--- src/core/ssp_regs.vh ---
/*
 header of constants for the serial command and fault port.
 assumes inclusion by bare name from the design files under core/.
*/
// Overview of operation
// - transfer only while chip select low
// - chip select rise latches command word
// - chip select fall captures fault status
// - deselected: ignore clock, data; output released
// - sample serial input on clock fall
// - shift serial output on clock rise
// - input register holds one 24-bit word
// - header: any-fault, overvoltage, six zeros
// - then output 15 down to 0 status
// - msb first, first in first out
// - status one means fault present
// - fault bit set after qualification time
// - low logic supply holds reset, outputs off
// - seven instructions decoded from command word
// - bits 23..18 select, 15..0 settings
// - overvoltage sets overvoltage and any-fault
`ifndef SSP_REGS_VH
`define SSP_REGS_VH

// ==========================================================
// word layout
`define SSP_WORD_BITS      24
`define SSP_SEL_MSB        23
`define SSP_SEL_LSB        18
`define SSP_ANY_FAULT_BIT  23
`define SSP_OVERVOLT_BIT   22
`define SSP_NUM_CMDS       7

// ==========================================================
// reset values
`define SSP_WORD_RESET     24'h00_0000
`define SSP_OUT_RESET      16'h0000

// ==========================================================
// timing
`define SSP_CLK_MHZ        200
`define SSP_QUAL_MIN_US    100
`define SSP_QUAL_CYCLES    (`SSP_QUAL_MIN_US * `SSP_CLK_MHZ)

`endif

--- src/core/ssp_fault_qual.v ---
/*
 per-output fault persistence filter.
 assumes raw fault levels already synchronised to clock.
*/
`timescale 1ns/1ps
`include "ssp_regs.vh"
module ssp_fault_qual
#(
   parameter N      = 16,
   parameter CYCLES = `SSP_QUAL_CYCLES
)
(
   input  wire         clock,
   input  wire         rst,
   input  wire [N-1:0] raw_fault,
   output reg  [N-1:0] qual_fault
);

   // ========================================================
   // counters
   reg [24:0] count [0:N-1];
   integer    i;

   // a fault that drops even briefly restarts its timer
   always @(posedge clock)
   begin
      for (i = 0; i < N; i = i + 1)
      begin
         if (rst || !raw_fault[i])
         begin
            count[i]      <= 25'h000_0000;
            qual_fault[i] <= 1'b0;
         end
         else if (count[i] >= CYCLES[24:0] - 25'h000_0001)
            qual_fault[i] <= 1'b1;
         else
            count[i] <= count[i] + 25'h000_0001;
      end
   end
endmodule // ssp_fault_qual

--- src/core/ssp_port.v ---
/*
 serial command and fault port of a 16-channel low-side switch.
 a 24-bit command word is shifted in, msb first, on serial clock
 falls while chip select is low; the 24-bit fault word is shifted
 out on serial clock rises in the same frame. the fault word is
 captured when chip select falls and the command is acted on when
 chip select rises. selector 0 drives the output latches directly;
 every other selector is handed on through cmd_select and
 cmd_settings, with cmd_valid marking the seven known codes.
 per-output faults pass a persistence filter before they reach
 the fault word.
 assumes a master that obeys the select, clock and spacing limits:
 serial clock low at every select edge, serial clock slow enough
 for the synchronisers, and accesses spaced beyond the fault
 qualification time. serial pins, fault levels, overvoltage and
 the supply monitor are asynchronous and pass two flip-flops.
*/
`timescale 1ns/1ps
`include "ssp_regs.vh"
module ssp_port
#(
   parameter NOUT        = 16,
   parameter QUAL_CYCLES = `SSP_QUAL_CYCLES
)
(
   input  wire              clock,
   input  wire              rst,
   input  wire              interface_logic_supply_ok,
   input  wire              chip_select_n,
   input  wire              serial_clock,
   input  wire              serial_in,
   output reg               serial_out,
   output wire              serial_out_oe,
   input  wire [NOUT-1:0]   raw_fault,
   input  wire              overvoltage,
   output reg  [NOUT-1:0]   output_on,
   output reg  [5:0]        cmd_select,
   output reg  [NOUT-1:0]   cmd_settings,
   output reg               cmd_strobe,
   output reg               cmd_valid
);

   // ========================================================
   // synchronisers
   reg [1:0] cs_sync;
   reg [1:0] sck_sync;
   reg [1:0] si_sync;
   reg [1:0] sup_sync;
   reg       cs_prev;
   // fault levels come from analog detectors, so they are synchronised
   reg [NOUT-1:0] raw_sync0;
   reg [NOUT-1:0] raw_sync1;
   reg       sck_prev;
   wire      hold_rst;

   always @(posedge clock)
   begin
      cs_sync  <= {cs_sync[0], chip_select_n};
      sck_sync <= {sck_sync[0], serial_clock};
      si_sync  <= {si_sync[0], serial_in};
      sup_sync <= {sup_sync[0], interface_logic_supply_ok};
      raw_sync0 <= raw_fault;
      raw_sync1 <= raw_sync0;
   end

   assign hold_rst = rst || !sup_sync[1];

   // ========================================================
   // edge detection
   wire selected = !cs_sync[1];
   wire cs_fall  = cs_prev && !cs_sync[1];
   wire cs_rise  = !cs_prev && cs_sync[1];
   wire sck_fall = selected && sck_prev && !sck_sync[1];
   wire sck_rise = selected && !sck_prev && sck_sync[1];

   always @(posedge clock)
   begin
      if (hold_rst)
      begin
         // idle pin levels, so no false edge follows reset
         cs_prev  <= 1'b1;
         sck_prev <= 1'b0;
      end
      else
      begin
         cs_prev  <= cs_sync[1];
         sck_prev <= sck_sync[1];
      end
   end

   // ========================================================
   // fault qualification
   wire [NOUT-1:0] qual;

   ssp_fault_qual
   #(
      .N      (NOUT),
      .CYCLES (QUAL_CYCLES)
   )
   u_qual
   (
      .clock      (clock),
      .rst        (hold_rst),
      .raw_fault  (raw_sync1),
      .qual_fault (qual)
   );

   reg ov_sync0;
   reg ov_sync1;
   always @(posedge clock)
   begin
      ov_sync0 <= overvoltage;
      ov_sync1 <= ov_sync0;
   end

   function is_known_cmd;
      input [5:0] sel;
      begin
         is_known_cmd = (sel < `SSP_NUM_CMDS);
      end
   endfunction

   function [5:0] sel_of;
      input [`SSP_WORD_BITS-1:0] word;
      begin
         sel_of = word[`SSP_SEL_MSB:`SSP_SEL_LSB];
      end
   endfunction

   // header zeros follow NOUT so the fault word stays 24 bits wide
   localparam HDR_ZEROS = `SSP_WORD_BITS - 2 - NOUT;

   function [`SSP_WORD_BITS-1:0] status_of;
      input            any;
      input            ov;
      input [NOUT-1:0] q;
      begin
         status_of = {any, ov, {HDR_ZEROS{1'b0}}, q};
      end
   endfunction

   // ========================================================
   // shift registers
   reg [`SSP_WORD_BITS-1:0] in_shift;
   reg [`SSP_WORD_BITS-1:0] out_shift;

   // captured word: any-fault, overvoltage, six zeros, outputs 15..0
   wire any_fault = ov_sync1 || (|qual);
   wire [`SSP_WORD_BITS-1:0] status_word =
      status_of(any_fault, ov_sync1, qual);

   always @(posedge clock)
   begin
      if (hold_rst)
      begin
         in_shift  <= `SSP_WORD_RESET;
         out_shift <= `SSP_WORD_RESET;
         serial_out <= 1'b0;
      end
      else
      begin
         if (cs_fall)
         begin
            out_shift  <= status_word;
            serial_out <= status_word[`SSP_WORD_BITS-1];
         end
         else if (sck_rise)
         begin
            // first rise after select keeps bit 23, later ones advance
            serial_out <= out_shift[`SSP_WORD_BITS-1];
            out_shift  <= {out_shift[`SSP_WORD_BITS-2:0], in_shift[0]};
         end
         if (sck_fall)
            in_shift <= {in_shift[`SSP_WORD_BITS-2:0], si_sync[1]};
      end
   end

   assign serial_out_oe = selected && !hold_rst;

   // ========================================================
   // command latch
   always @(posedge clock)
   begin
      if (hold_rst)
      begin
         output_on    <= `SSP_OUT_RESET;
         cmd_select   <= 6'b00_0000;
         cmd_settings <= `SSP_OUT_RESET;
         cmd_strobe   <= 1'b0;
         cmd_valid    <= 1'b0;
      end
      else
      begin
         cmd_strobe <= cs_rise;
         if (cs_rise)
         begin
            cmd_select   <= sel_of(in_shift);
            cmd_settings <= in_shift[NOUT-1:0];
            cmd_valid    <= is_known_cmd(sel_of(in_shift));
            // only on/off words touch the outputs; other codes are
            // left to logic outside this port
            if (sel_of(in_shift) == 6'h00)
               output_on <= in_shift[NOUT-1:0];
         end
      end
   end
endmodule // ssp_port

--- config.mk ---
export PLATFORM = sky130hd
export DESIGN_NAME = ssp_port
export DESIGN_NICKNAME = d
export VERILOG_FILES = /design/src/core/ssp_fault_qual.v /design/src/core/ssp_port.v
export VERILOG_INCLUDE_DIRS = /design/src /design/src/core
export SDC_FILE = /design/constraint.sdc
export NUM_CORES = 1
export LEC_CHECK = 0
export ABC_AREA = 0
export BUFFER_PORTS_ARGS = -buffer_cell sky130_fd_sc_hd__buf_2
export CAP_MARGIN = 20
export CORE_MARGIN = 3
export CORE_UTILIZATION = 56
export DETAILED_ROUTE_END_ITERATION = 7
export HOLD_SLACK_MARGIN = 0.12
export PLACE_DENSITY = 0.71
export REMOVE_ABC_BUFFERS = 1
export SLEW_MARGIN = 5
export SYNTH_ARGS = -nofsm -noshare
export SYNTH_HDL_FRONTEND = slang
export SYNTH_HIERARCHICAL = 1
export SYNTH_SLANG_ARGS = --single-unit
export TNS_END_PERCENT = 100
--- constraint.sdc ---
create_clock -name clock -period 8.6 [get_ports clock]
set_input_delay 0.43 -clock clock [delete_from_list [all_inputs] [get_ports clock]]
set_output_delay 0.43 -clock clock [all_outputs]
set_load 0.1 [all_outputs]
==> results.py <==
metrics = {
    "placed_design": {
        "dp_hpwl_um": 26700,
        "dp_slack_ns": 5.70,
        "routabilityCongestion": 0.795,
        "io_buffers": 64,
    },
    "finish": {
        "area_growth_pct": 16.5,
        "layout-drive-gt1-share": 0.0871,
        "regArea_mm2": 0.0150,
        "multi_input_area_mm2": 0.00840,
        "antennaDiodeCount": 0,
        "fillers": 2960,
        "nets": 2254,
    },
    "critical_path": {
        "critPathBufInv": 3,
        "arrival_ns": 2.63,
        "worst_path_max_delay_cell": "buf_4",
        "crit_path_end_kind": "primary output",
        "start_kind": "flip-flop",
        "crit_type": "reg -> out",
        "cpLargestDelayFamily": "buffers and inverters",
        "crit_required_ns": 8.17,
        "crit_path_cell_trace": "nand2b_4 > buf_4 > or2_2 > inv_1 > buf_2",
        "cp_max_fo": 80,
        "cpPeakStageDelay_ns": 0.50,
    },
    "power": {
        "irDropWorstVdd_mv": 0.226,
        "pwr-share-comb": 0.029,
        "pwr-share-clk": 0.442,
        "power.internal_mw": 4.56,
        "p_seq_frac": 0.530,
        "powerDensity_mw_per_mm2": 211,
        "p_sw_frac": 0.201,
        "p_leak_nw": 9.31,
        "p_total_mw": 5.70,
        "p_sw_mw": 1.14,
    },
    "route": {
        "wirelength_um": 41500,
        "drt-vias-per-instance": 5.50,
        "drt_iter0_drc": 1189,
        "wl_per_cell_um": 14.9,
        "drc": 1,
        "vias": 15300,
        "drtAntennaViolNets": 0,
        "dr.pass1.iters": 8,
    },
    "yosys": {
        "synth_top_cell_area_share": 0.518,
        "yosys.area.top_type": "edfxtp_1",
        "avgSynthCellArea_um2": 11.9,
        "async_reset_ff_frac": 0,
        "synth-edff-count": 400,
        "yosys.area_share.simple": 0.191,
        "synth_seq_cells": 549,
        "yosysWarnings": 6,
        "yosysSeqAreaShare": 0.647,
        "yosysUniqueCellTypes": 52,
        "synth_commonest_cells": "edfxtp_1, nor2_1, nand2_1",
        "synth_top_family_by_area": "simple AND/OR/NAND/NOR gates",
        "synth_xor_area_frac": 0.0744,
        "synthMuxAreaShare": 0.00950,
        "ys.flop_type": "edfxtp_1",
        "synthTopCellsByArea": "edfxtp_1, dfxtp_1, xnor2_1",
        "synth_fa_ha_area_frac": 0.00863,
        "syn-cell-area_mm2": 0.0232,
        "yosysMostFrequentCell": "edfxtp_1",
        "synth-compound-area-share": 0.0509,
        "synthCells": 1954,
    },
    "sta": {
        "rsz0062_at_grt": "no",
        "tns_ns": 0,
        "slew_headroom": 0.259,
        "max_slew.worst_pin.slew_ns": 1.11,
        "setup_violations": 0,
        "hold_viol": 0,
        "finalWorstSetupSlack_ns": 5.54,
        "final.period_utilization": 0.356,
        "slew_viol_final": 0,
        "fin_crit_ns": 3.06,
        "clock_skew_ns": 0.0170,
        "fmax_mhz": 326,
    },
    "cts": {
        "post_cts.repair.setup_buffers": 0,
        "cts_buffers": 56,
        "clkTransAtPathRegs_ns": 0.06,
        "cts_root_buf": "clkbuf_16",
        "htreeDepth": 2,
        "cts_resized": 0,
        "cts_tree": "done",
        "clk_latency_ns": 0.60,
        "cts.sinks": 549,
        "cts_buffer_depth": 3,
    },
    "die": {
        "core_area_mm2": 0.0403,
        "initial_utilization": 0.576,
        "ios": 65,
        "die_area_mm2": 0.0439,
        "fp.dieW_um": 209,
        "rows": 73,
        "die_h_um": 209,
    },
    "run_status": {
        "failed_checks": "design-rule violations",
        "status": "finished with violations",
    },
    "global_routing": {
        "grt_pass1_wl_um": 69100,
        "grt_max_degree": 81,
        "antenna_found_initial": 0,
        "overflow": 0,
        "grt_usage": 0.186,
        "grt_pass1_vias": 14500,
    },
    "run": {
        "drv_cap": 0,
    },
    "worst_hold_path": {
        "min_path_type": "reg -> reg",
    },
}
-- power by group through the flow --
stage / combinational, mW / clock, mW / sequential (mW)
final: 0.162 / 2.52 / 3.02
after global routing: 0.182 / 2.69 / 3.03
after CTS: 0.152 / 2.59 / 3.02
after detailed placement: 0.143 / 0 / 3.07
after global placement: 0.137 / 0 / 3.07
after floorplan: 0.105 / 0 / 3.05
-- registers in the layout, indices dropped and copies added, names as in the netlist --
name	flops
cmd_valid	1
ov_sync0	1
sck_sync	2
u_qual/qual_fault	16
si_sync	2
cs_prev	1
u_qual/count	400
cmd_settings	16
in_shift	24
out_shift	24
serial_out	1
raw_sync0	16
output_on	16
cmd_strobe	1
cs_sync	2
sup_sync	2
raw_sync1	16
ov_sync1	1
cmd_select	6
sck_prev	1
-- final cells by class --
cell class                 count  area share
sequential                   549       0.555
multi-input combinational   1460       0.311
clock buffer                  81      0.0599
timing repair buffer         105      0.0314
tap                          525      0.0243
clock inverter                25      0.0125
inverter                      43     0.00597
-- path summary, 6_finish.rpt --
path	from	slack, ns	end	depth (start not counted)
setup / recovery	sup_sync[1]$_DFF_P_	5.54	serial_out_oe	5
hold / removal	raw_sync0[8]$_DFF_P_	0.33	raw_sync1[8]$_DFF_P_	0
setup reg to reg	u_qual/count[1][0]$_SDFFCE_PN0P_	5.90	u_qual/count[1][9]$_SDFFCE_PN0P_	5
hold reg to reg	raw_sync0[8]$_DFF_P_	0.33	raw_sync1[8]$_DFF_P_	0
-- per-stage QoR --
step | cell area, um^2 | hold WS, ns | util | instances
after floorplan | 23500 | 0.310 | - | 2052
after CTS | 26800 | 0.326 | 0.665 | 2774
after detailed placement | 24600 | 0.312 | 0.611 | 2647
final | 27000 | 0.326 | 0.671 | 2788
after global routing | 27000 | 0.330 | 0.671 | 2788
after global placement | 24600 | 0.311 | 0.610 | 2644
-- logic make-up (layout without fill, tap and decap cells) --
kind of cell / Yosys count / count (layout)
and+or+nand+nor: 885 / 885
DFF: 549 / 549
xor gates and xnor gates: 197 / 197
AOI/OAI and AO/OA: 180 / 180
buffers and inverters: 104 / 254
muxes: 22 / 22
adders and majority gates: 16 / 16
other: 1 / 160
-- per-layer routing --
layer	global-route usage	vias to the layer above	wire length [um]
met5	0	-	0
met4	0.0529	0	902
met3	0.0323	68	2130
met2	0.302	343	19400
met1	0.261	7302	19000
li1	-	7618	-
-- cell usage in the layout, fill, tap and decap left out, types with 24 or more instances in the layout --
cell type,instances
clkbuf_16,59
o21ai_0,32
nor2_1,262
nor3_1,61
conb_1,160
a21oi_1,68
inv_1,43
nand4_1,73
buf_2,64
edfxtp_1,400
dfxtp_1,149
nor4_1,126
nand2_1,164
and3_1,24
nand3_1,80
xnor2_1,134
xor2_1,63
-- timing repair --
item,CTS,global route
setup endpoints to repair,0,0
endpoints found under the hold margin,21,0
hold buffers,21,0
Power figures use the tool's default switching activity.
